File: src/include/ptc_params.svh
// Purpose: Address map, bit positions and reset values of the timer control block
// Assumes: 16-bit register addresses, 4-bit register data
// Notes: Definitions only
`ifndef PTC_PARAMS_SVH
`define PTC_PARAMS_SVH

`define PTC_ADDR_MODE 16'hffc0
`define PTC_ADDR_OUTCTL 16'hffc1
`define PTC_ADDR_RUN0 16'hffc2
`define PTC_ADDR_RUN1 16'hffc3
`define PTC_ADDR_RLD0L 16'hffc4
`define PTC_ADDR_RLD0H 16'hffc5
`define PTC_ADDR_RLD1L 16'hffc6
`define PTC_ADDR_RLD1H 16'hffc7
`define PTC_ADDR_CNT0L 16'hffc8
`define PTC_ADDR_CNT0H 16'hffc9
`define PTC_ADDR_CNT1L 16'hffca
`define PTC_ADDR_CNT1H 16'hffcb
`define PTC_ADDR_MASK 16'hffe2
`define PTC_ADDR_FLAG 16'hfff2

`define PTC_BIT_RUN 0
`define PTC_BIT_PRESET 1
`define PTC_BIT_OUTEN 2
`define PTC_BIT_OUT_CHANNEL_SELECT 3
`define PTC_BIT_WIDE 3
`define PTC_BIT_T0 0
`define PTC_BIT_T1 1

`define PTC_RST_NIB 4'h0
`define PTC_RST_CNT 8'h00
`define PTC_CNT_ZERO 8'h00
`define PTC_CNT_ONE 8'h01
`define PTC_RST_BITS 2'h0

`endif

File: src/include/ptc_pkg.sv
// Purpose: Types shared by the timer control block and its bench
// Assumes: Two 8-bit timers, 4-bit register data
// Notes: Constants live in ptc_params.svh
package ptc_pkg;

  typedef struct packed {
    logic wr;
    logic rd;
    logic [15:0] addr;
    logic [3:0] wdata;
  } ptc_bus_req_t;

  typedef struct packed {
    logic [1:0] run_req;
    logic [1:0] run_act;
    logic [1:0] reload_pend;
    logic [1:0] irq_flag;
    logic [1:0] irq_mask;
    logic [1:0][7:0] cnt;
    logic [1:0][7:0] reload;
    logic [1:0][3:0] hi_latch;
    logic out_en;
    logic out_sel;
    logic wide;
    logic timer_output_signal;
    logic clk_prev;
    logic [3:0] rdata;
  } ptc_state_t;

endpackage

File: src/design/ptc_timer.sv
// Purpose: Control, output and interrupt logic of a dual 8-bit reloadable down-counter timer
// Assumes: TMR_CLK_IN is the prescaled timer clock, synchronous to SYS_CLK and slower than it
// Notes: Register data read back one cycle after the read strobe
`timescale 1ns/1ps
`default_nettype none
`include "ptc_params.svh"

module ptc_timer
  import ptc_pkg::*;
(
  input wire logic SYS_CLK,
  input wire logic RESET,
  input wire ptc_bus_req_t REG_REQ,
  output logic [3:0] REG_RDATA,
  input wire logic TMR_CLK_IN,
  output logic TIMER_OUT_PIN,
  output logic IRQ_T0,
  output logic IRQ_T1,
  output logic UNDERFLOW_T1
);

  ptc_state_t s_reg;
  ptc_state_t s_next;
  logic fall;
  logic rise;
  logic [1:0] step;
  logic [1:0] uf;
  logic [1:0] flag_set;
  logic [1:0] preset;
  logic timer_output_signal_src;

  function automatic logic wr_at(input ptc_bus_req_t r, input logic [15:0] a);
    return r.wr && (r.addr == a);
  endfunction

  function automatic logic rd_at(input ptc_bus_req_t r, input logic [15:0] a);
    return r.rd && (r.addr == a);
  endfunction

  always_comb begin
    s_next = s_reg;
    // Input clock edges seen against the previous sample
    fall = s_reg.clk_prev & ~TMR_CLK_IN;
    rise = ~s_reg.clk_prev & TMR_CLK_IN;
    s_next.clk_prev = TMR_CLK_IN;

    // Decrement only with the run state in force before this edge,
    // so a stop still costs one more count
    step[0] = fall & s_reg.run_act[0];
    uf[0] = step[0] && (s_reg.cnt[0] == `PTC_CNT_ZERO);
    if (s_reg.wide) begin
      step[1] = uf[0];
    end else begin
      step[1] = fall & s_reg.run_act[1];
    end
    uf[1] = step[1] && (s_reg.cnt[1] == `PTC_CNT_ZERO);

    // Chained mode reports only the upper timer
    flag_set[0] = uf[0] & ~s_reg.wide;
    flag_set[1] = uf[1];

    if (fall) begin
      s_next.run_act = s_reg.run_req;
    end

    preset[0] = wr_at(REG_REQ, `PTC_ADDR_RUN0) && REG_REQ.wdata[`PTC_BIT_PRESET];
    preset[1] = wr_at(REG_REQ, `PTC_ADDR_RUN1) && REG_REQ.wdata[`PTC_BIT_PRESET];

    for (int i = 0; i < 2; i++) begin
      if (step[i]) begin
        s_next.cnt[i] = s_reg.cnt[i] - `PTC_CNT_ONE;
      end
      if (uf[i]) begin
        s_next.reload_pend[i] = 1'b1;
      end
      if (rise && s_reg.reload_pend[i]) begin
        s_next.cnt[i] = s_reg.reload[i];
        s_next.reload_pend[i] = 1'b0;
      end
      // Preset wins over any count in the same cycle; run state is untouched
      if (preset[i]) begin
        s_next.cnt[i] = s_reg.reload[i];
        s_next.reload_pend[i] = 1'b0;
      end
    end

    // Toggle output on each underflow of the chosen channel, which chained mode forces to the upper timer
    timer_output_signal_src = (s_reg.wide | s_reg.out_sel) ? uf[1] : uf[0];
    if (timer_output_signal_src) begin
      s_next.timer_output_signal = ~s_reg.timer_output_signal;
    end

    if (wr_at(REG_REQ, `PTC_ADDR_MODE)) begin
      s_next.wide = REG_REQ.wdata[`PTC_BIT_WIDE];
    end
    if (wr_at(REG_REQ, `PTC_ADDR_OUTCTL)) begin
      s_next.out_sel = REG_REQ.wdata[`PTC_BIT_OUT_CHANNEL_SELECT];
      s_next.out_en = REG_REQ.wdata[`PTC_BIT_OUTEN];
    end
    if (wr_at(REG_REQ, `PTC_ADDR_RUN0)) begin
      s_next.run_req[0] = REG_REQ.wdata[`PTC_BIT_RUN];
    end
    if (wr_at(REG_REQ, `PTC_ADDR_RUN1)) begin
      s_next.run_req[1] = REG_REQ.wdata[`PTC_BIT_RUN];
    end
    if (wr_at(REG_REQ, `PTC_ADDR_RLD0L)) begin
      s_next.reload[0][3:0] = REG_REQ.wdata;
    end
    if (wr_at(REG_REQ, `PTC_ADDR_RLD0H)) begin
      s_next.reload[0][7:4] = REG_REQ.wdata;
    end
    if (wr_at(REG_REQ, `PTC_ADDR_RLD1L)) begin
      s_next.reload[1][3:0] = REG_REQ.wdata;
    end
    if (wr_at(REG_REQ, `PTC_ADDR_RLD1H)) begin
      s_next.reload[1][7:4] = REG_REQ.wdata;
    end
    if (wr_at(REG_REQ, `PTC_ADDR_MASK)) begin
      s_next.irq_mask = REG_REQ.wdata[`PTC_BIT_T1:`PTC_BIT_T0];
    end

    // Set wins over a clear in the same cycle
    if (wr_at(REG_REQ, `PTC_ADDR_FLAG)) begin
      s_next.irq_flag = (s_reg.irq_flag & ~REG_REQ.wdata[`PTC_BIT_T1:`PTC_BIT_T0]) | flag_set;
    end else begin
      s_next.irq_flag = s_reg.irq_flag | flag_set;
    end

    // Read port; unmapped addresses read zero
    s_next.rdata = `PTC_RST_NIB;
    if (REG_REQ.rd) begin
      unique case (REG_REQ.addr)
        `PTC_ADDR_MODE: s_next.rdata[`PTC_BIT_WIDE] = s_reg.wide;
        `PTC_ADDR_OUTCTL: begin
          s_next.rdata[`PTC_BIT_OUT_CHANNEL_SELECT] = s_reg.out_sel;
          s_next.rdata[`PTC_BIT_OUTEN] = s_reg.out_en;
        end
        // Stop pending still reads one; preset bit always zero
        `PTC_ADDR_RUN0: s_next.rdata[`PTC_BIT_RUN] = s_reg.run_req[0] | s_reg.run_act[0];
        `PTC_ADDR_RUN1: s_next.rdata[`PTC_BIT_RUN] = s_reg.run_req[1] | s_reg.run_act[1];
        `PTC_ADDR_RLD0L: s_next.rdata = s_reg.reload[0][3:0];
        `PTC_ADDR_RLD0H: s_next.rdata = s_reg.reload[0][7:4];
        `PTC_ADDR_RLD1L: s_next.rdata = s_reg.reload[1][3:0];
        `PTC_ADDR_RLD1H: s_next.rdata = s_reg.reload[1][7:4];
        `PTC_ADDR_CNT0L: begin
          s_next.rdata = s_reg.cnt[0][3:0];
          s_next.hi_latch[0] = s_reg.cnt[0][7:4];
        end
        `PTC_ADDR_CNT0H: s_next.rdata = s_reg.hi_latch[0];
        `PTC_ADDR_CNT1L: begin
          s_next.rdata = s_reg.cnt[1][3:0];
          s_next.hi_latch[1] = s_reg.cnt[1][7:4];
        end
        `PTC_ADDR_CNT1H: s_next.rdata = s_reg.hi_latch[1];
        `PTC_ADDR_MASK: s_next.rdata[`PTC_BIT_T1:`PTC_BIT_T0] = s_reg.irq_mask;
        `PTC_ADDR_FLAG: s_next.rdata[`PTC_BIT_T1:`PTC_BIT_T0] = s_reg.irq_flag;
        default: s_next.rdata = `PTC_RST_NIB;
      endcase
    end
  end

  always_ff @(posedge SYS_CLK or posedge RESET) begin
    if (RESET) begin
      s_reg <= '0;
    end else begin
      s_reg <= s_next;
    end
  end

  assign REG_RDATA = s_reg.rdata;
  // Gated after the flop on purpose; an enable change may chop half a toggle period
  assign TIMER_OUT_PIN = s_reg.out_en ? s_reg.timer_output_signal : 1'b1;
  assign IRQ_T0 = s_reg.irq_flag[0] & s_reg.irq_mask[0];
  assign IRQ_T1 = s_reg.irq_flag[1] & s_reg.irq_mask[1];
  assign UNDERFLOW_T1 = uf[1];
endmodule
`default_nettype wire

File: config.mk
export PLATFORM = sky130hd
export DESIGN_NAME = ptc_timer
export DESIGN_NICKNAME = d
export VERILOG_FILES = /design/src/include/ptc_pkg.sv /design/src/design/ptc_timer.sv
export VERILOG_INCLUDE_DIRS = /design/src /design/src/include
export SDC_FILE = /design/constraint.sdc
export NUM_CORES = 1
export LEC_CHECK = 0
export BUFFER_PORTS_ARGS = -buffer_cell sky130_fd_sc_hd__buf_2
export CAP_MARGIN = 20
export CORE_MARGIN = 1.5
export CORE_UTILIZATION = 55
export CTS_CLUSTER_SIZE = 20
export DETAILED_ROUTE_END_ITERATION = 12
export GPL_TIMING_DRIVEN = 0
export PLACE_DENSITY = 0.75
export SLEW_MARGIN = 20
export SYNTH_ARGS = -nofsm -noshare
export SYNTH_HDL_FRONTEND = slang
export SYNTH_SLANG_ARGS = --single-unit
File: constraint.sdc
create_clock -name SYS_CLK -period 2.1 [get_ports SYS_CLK]
set_clock_uncertainty 0.2 [all_clocks]
set_input_delay 0.105 -clock SYS_CLK [delete_from_list [all_inputs] [get_ports SYS_CLK]]
set_output_delay 0.105 -clock SYS_CLK [all_outputs]
set_load 0.1 [all_outputs]
After elaboration in Yosys (flattened, before gate mapping)
Cells that the tools add are included.
{"block": "word_totals", "reg_bits": 59, "inputBits": 25, "out_inout_bits": 8}
{"block": "op_classes", "n_addsub": 2, "eq_ne": 14, "muxes": 21, "bitwise_logic": 18, "reduce_logical": 24}
{"cell": "== test 16 bit (second input constant)", "n": 14}
{"cell": "two-way mux 8 bit", "n": 6}
{"cell": "case mux 1 bit (10 select lines)", "n": 2}
{"cell": "logical AND 1 bit", "n": 16}
{"cell": "logical NOT 8 bit", "n": 2}
{"cell": "subtractor 8 x 1 -> 8 bit (second input constant)", "n": 2}
{"cell": "case mux 1 bit (12 select lines)", "n": 1}
{"cell": "nonzero test 3 bit", "n": 4}
{"cell": "two-way mux 1 bit", "n": 9}
{"cell": "case mux 1 bit (9 select lines)", "n": 1}
{"cell": "bitwise AND 1 bit", "n": 7}
{"cell": "two-way mux 4 bit", "n": 1}
{"cell": "inverter 1 bit", "n": 4}
{"cell": "OR 2 bit", "n": 2}
{"cell": "AND reduction 2 bit", "n": 2}
{"cell": "OR 1 bit", "n": 3}
{"cell": "bitwise AND 2 bit", "n": 1}
{"cell": "two-way mux 2 bit", "n": 1}
{"cell": "inverter 2 bit", "n": 1}

Longest topological paths before layout
{"block": "logic_depth", "depth_word": 9, "mapped_depth": 7, "ltp_nobuf": 7}

Worst setup path after synthesis
No wires, ideal clock.
{"block": "synth_path", "path_kind": "reg-to-reg", "start": "register s_reg[33] (netlist bit)", "end": "register s_reg[5] (netlist bit)", "arrival_time_ns": 2.560, "setup_slack_ns": -0.783, "stages_incl_launch_ff": 8, "n_path_buf": 0, "synth_period_minus_slack_ns": 2.883, "path_cell_list": "dfrtp_1 inv_1 ha_1 nor3b_4 a31oi_2 nor4_4 a21oi_1 xnor2_1"}
{"block": "synth_via", "elab_chain_len": 5}
{"element": "from (decl)", "line_no": "ptc_timer.sv:22", "rtl": "ptc_state_t s_reg;"}
{"element": "from (signal assigned)", "line_no": "ptc_timer.sv:166", "rtl": "s_reg <= s_next;"}
{"element": "logical NOT 8 bit (no source line)"}
{"element": "logical AND 1 bit", "line_no": "ptc_timer.sv:50", "rtl": "uf[0] = step[0] && (s_reg.cnt[0] == `PTC_CNT_ZERO);"}
{"element": "two-way mux 1 bit", "line_no": "ptc_timer.sv:51", "rtl": "if (s_reg.wide) begin"}
{"element": "logical AND 1 bit", "line_no": "ptc_timer.sv:56", "rtl": "uf[1] = step[1] && (s_reg.cnt[1] == `PTC_CNT_ZERO);"}
{"element": "net UNDERFLOW_T1", "line_no": "ptc_timer.sv:19", "rtl": "output logic UNDERFLOW_T1"}
{"element": "two-way mux 1 bit", "line_no": "ptc_timer.sv:88", "rtl": "timer_output_signal_src = (s_reg.wide | s_reg.out_sel) ? uf[1] : uf[0];"}
The timed path passes the listed nets, and every way through them passes these cells.
A chain may end at the register's enable or synchronous reset.

Worst setup path in the final report
{"block": "layout_path", "start": "register s_reg[34] (netlist bit)", "end": "register s_reg[46] (netlist bit)"}
{"block": "layout_via", "elab_chain_len": 4}
{"element": "logical NOT 8 bit (no source line)"}
{"element": "logical AND 1 bit", "line_no": "ptc_timer.sv:50"}
{"element": "two-way mux 1 bit", "line_no": "ptc_timer.sv:51"}
{"element": "nonzero test 3 bit (no source line)"}
Every way passes these cells.

==> impl_metrics.csv <==
group,metric,value,unit
run_status,status,"finished, violations left",
run_status,violations,"setup timing",
grt,grt_pass1_vias,2520,
sta,max_slew_margin,51.51,%
sta,fin_setup_tns,-65.08,ps
worst_hold_path,worstHoldStart,"REG_REQ[21]",
worst_hold_path,hold_path.class,"primary input to flop",
critical_path,r2r_start,"s_reg[34]",
grt,grtUsageTotal,27.92,%
pwr,power.leakage,1.886,nW
cells_and_area,instances_no_fill,458,
cells_and_area,finalNetCount,409,
critical_path,cpMaxStageDelayCell,"dfrtp_1",
floorplan,die_h,80.50,um
cts,numCtsBuffers,9,
cells_and_area,n_antenna_cell,0,
grt,antenna_found_initial,0,
yosys,syn-mean-instance-area,10.59,um^2
sta,grt_setup_unrepaired,"yes",
yosys,synth_cell_types,58,
cells_and_area,largest_reg_flops,55,
floorplan,ios,33,
yosys,synth_edf_count,0,
route,drc,0,
grt,grt_overflow,0,
cts,clk_pin_slew_worst_paths,70,ps
sta,hold_viol,0,
sta,slew_violations,0,
sta,timing.final.ws_setup,-40.39,ps
critical_path,crit_path_end_kind,"flop",
route,ant_nets,0,
critical_path,path_class,"flop to flop",
cts,clockBufferDepth,2,
pwr,power_density,599.3,nW/um^2
critical_path,critPathTopFamily,"flip-flops",
sta,final-setup-viol-count,2,
yosys,synth_seq_area_share,44.70,%
placed_design,gp_congestion,0.9268,
yosys,synth-seq-cells,59,
critical_path,worst-path-max-fanout,3,
yosys,synth_flop_cell,"dfrtp_1",
yosys,synthArstFlopShare,100.0,%
critical_path,start_kind,"flop",
route,wire_per_inst,18.46,um
cts,htreeDepth,3,
critical_path,cp_data_arrival_time,2160,ps
route,post_drt_via_cell_ratio,5.869,
yosys,syn_nets,341,
cts,cts.sinks,59,
floorplan,coreArea,5851,um^2
run,drv_cap,0,
pwr,vdd_drop_max,465.4,uV
sta,layout_min_cycle_time,2140,ps
sta,tightest_slew,727.4,ps
floorplan,fp.dieW,80.50,um
sta,max_freq,0.4672,GHz
route,drt-pass1-iter-count,5,
yosys,yosysWarningCount,0,
yosys,syn_inst,312,
floorplan,start_util,56.46,%
route,num_vias,2688,
critical_path,crit_chain,"inv_2 > ha_4 > nor3b_4 > buf_4 > buf_6 > nand4_4 > a2111oi_4 > xnor2_1 > o21ai_2",
critical_path,cp_slowest_stage_delay,390,ps
critical_path,path_buf_inv,3,
route,wl,8454,um
sta,post-route-period-util,101.9,%
cts,cts_root_buffer,"clkbuf_8",
sta,whs,38.85,ps
placed_design,dp_worst_setup_slack,-98.75,ps
placed_design,numPortBuffers,31,
grt,grt_pass1_wl,12990,um
route,drtIter0Drc,273,
placed_design,place_inst,418,
cts,cts_tree,"built",
floorplan,dieArea,6479,um^2
yosys,syn_area,3303,um^2
cts,clk_latency,340,ps
grt,grt_max_degree,60,
cells_and_area,syn2layout_area_growth,22.84,%
critical_path,setup.worst_path.start,"s_reg[34]",
critical_path,cp.required,2120,ps
cells_and_area,drive_gt1_share,29.24,%
floorplan,row_count,28,
placed_design,dp_hpwl,5926,um
## kinds of logic after synthesis
group / after synthesis / synth area share, %
and+or+nand+nor: 119 / 21.48
DFF: 59 / 44.70
AOI/OAI and AO/OA: 52 / 11.18
muxes: 40 / 13.83
buffers and inverters: 23 / 3.333
xor gates and xnor gates: 15 / 3.977
adders and majority gates: 4 / 1.515
## worst min-delay path: stages
cell	delay, ps
buf_2	100
nand3_1	90
nor2_1	60
nand3_1	80
a21o_1	110
## cell usage in the layout, fill, tap and decap left out, drive strengths merged, types with 2 or more instances in the layout
cell,Yosys,final
dfrtp,59,59
buf,11,58
nand2,39,39
mux2,35,35
o21ai,23,23
nor2,19,19
clkbuf,3,15
xnor2,14,14
nand3,11,11
dlygate4sd3,0,10
inv,9,9
nand2b,8,8
a21oi,7,7
nor3,7,7
nor2b,6,6
nor4,6,6
and2,4,4
mux2i,4,4
ha,4,4
nand4,4,4
nand3b,3,3
a22oi,3,3
a221oi,3,3
nor3b,3,3
and4,2,2
a21o,2,2
nor4b,2,2
a311oi,2,2
a2111oi,2,2
## through the flow
stage               power, mW  utilization, %  instance area [um^2]
global placement        1.334           60.86                  3561
global route            2.506           69.35                  4058
detailed placement      1.337           60.91                  3563
finish                  2.432           69.35                  4058
CTS                     2.424           67.47                  3948
floorplan               1.271               -                  3312
## layer usage
layer | vias up | GRT usage, % | wire [um]
li1 | 1251 | - | -
met1 | 1300 | 35.65 | 3639
met2 | 113 | 44.96 | 4046
met3 | 24 | 6.818 | 541
met4 | 0 | 11.90 | 227
met5 | - | 0 | 0
## cell usage after synthesis, types with 2 or more instances
cell type,count,area (um^2)
a21o_1,2,15.01
a21oi_1,7,35.03
a221oi_1,3,26.28
a22oi_1,3,22.52
a311oi_1,2,17.52
and2_1,4,25.02
and4_1,2,17.52
buf_2,7,35.03
buf_4,4,30.03
clkbuf_1,3,11.26
dfrtp_1,59,1476
ha_1,4,50.05
inv_1,9,33.78
mux2_1,24,270.3
mux2_2,11,123.9
mux2i_1,4,40.04
nand2_1,39,146.4
nand2b_1,8,50.05
nand3_1,11,55.05
nand3b_1,3,22.52
nand4_1,2,12.51
nand4_2,2,25.02
nor2_1,18,67.56
nor2b_1,6,37.54
nor3_1,5,25.02
nor4_1,3,18.77
nor4_2,2,25.02
nor4b_4,2,47.55
o21ai_0,4,20.02
o21ai_1,16,80.08
o21ai_2,3,26.28
xnor2_1,14,122.6
## path summary, 6_finish.rpt
| path | end | slack (ps) | cells past startpoint |
|---|---|---|---|
| max reg2reg | s_reg[46] | -40 | 9 |
| max in group asynchronous | s_reg[43] | 940 | 3 |
| min | s_reg[52] | 40 | 5 |
| max | s_reg[46] | -40 | 9 |
| min in group asynchronous | s_reg[45] | 240 | 3 |
| min reg2reg | s_reg[5] | 260 | 1 |
## cell type report
class / instances / area [um^2]
fillers: 423 / 1793
multi-input cells: 230 / 1780
flip-flops and latches: 59 / 1479
repair buffers: 58 / 392.9
clock buffers: 12 / 165.2
well taps: 75 / 93.84
plain buffers: 13 / 75.07
inverters: 9 / 36.28
clock inverters: 2 / 35.03
## report_power, final
| part | leakage (nW) | switching (mW) | internal [mW] | total (mW) |
|---|---|---|---|---|
| sequential | 0.818 | 0.00761 | 1.14 | 1.15 |
| clock | 0.104 | 0.434 | 0.630 | 1.06 |
| combinational | 0.964 | 0.123 | 0.0927 | 0.216 |
| total | 1.89 | 0.564 | 1.87 | 2.43 |
## timing repair
action / CTS / global route
pin swaps: 6 / 5
buffers inserted: 9 / 9
setup endpoints to repair: 2 / 19
resized for setup: 6 / 9
hold buffers: 10 / 0
endpoints found under the hold margin: 87 / 0
Power figures use the tool's default switching activity.
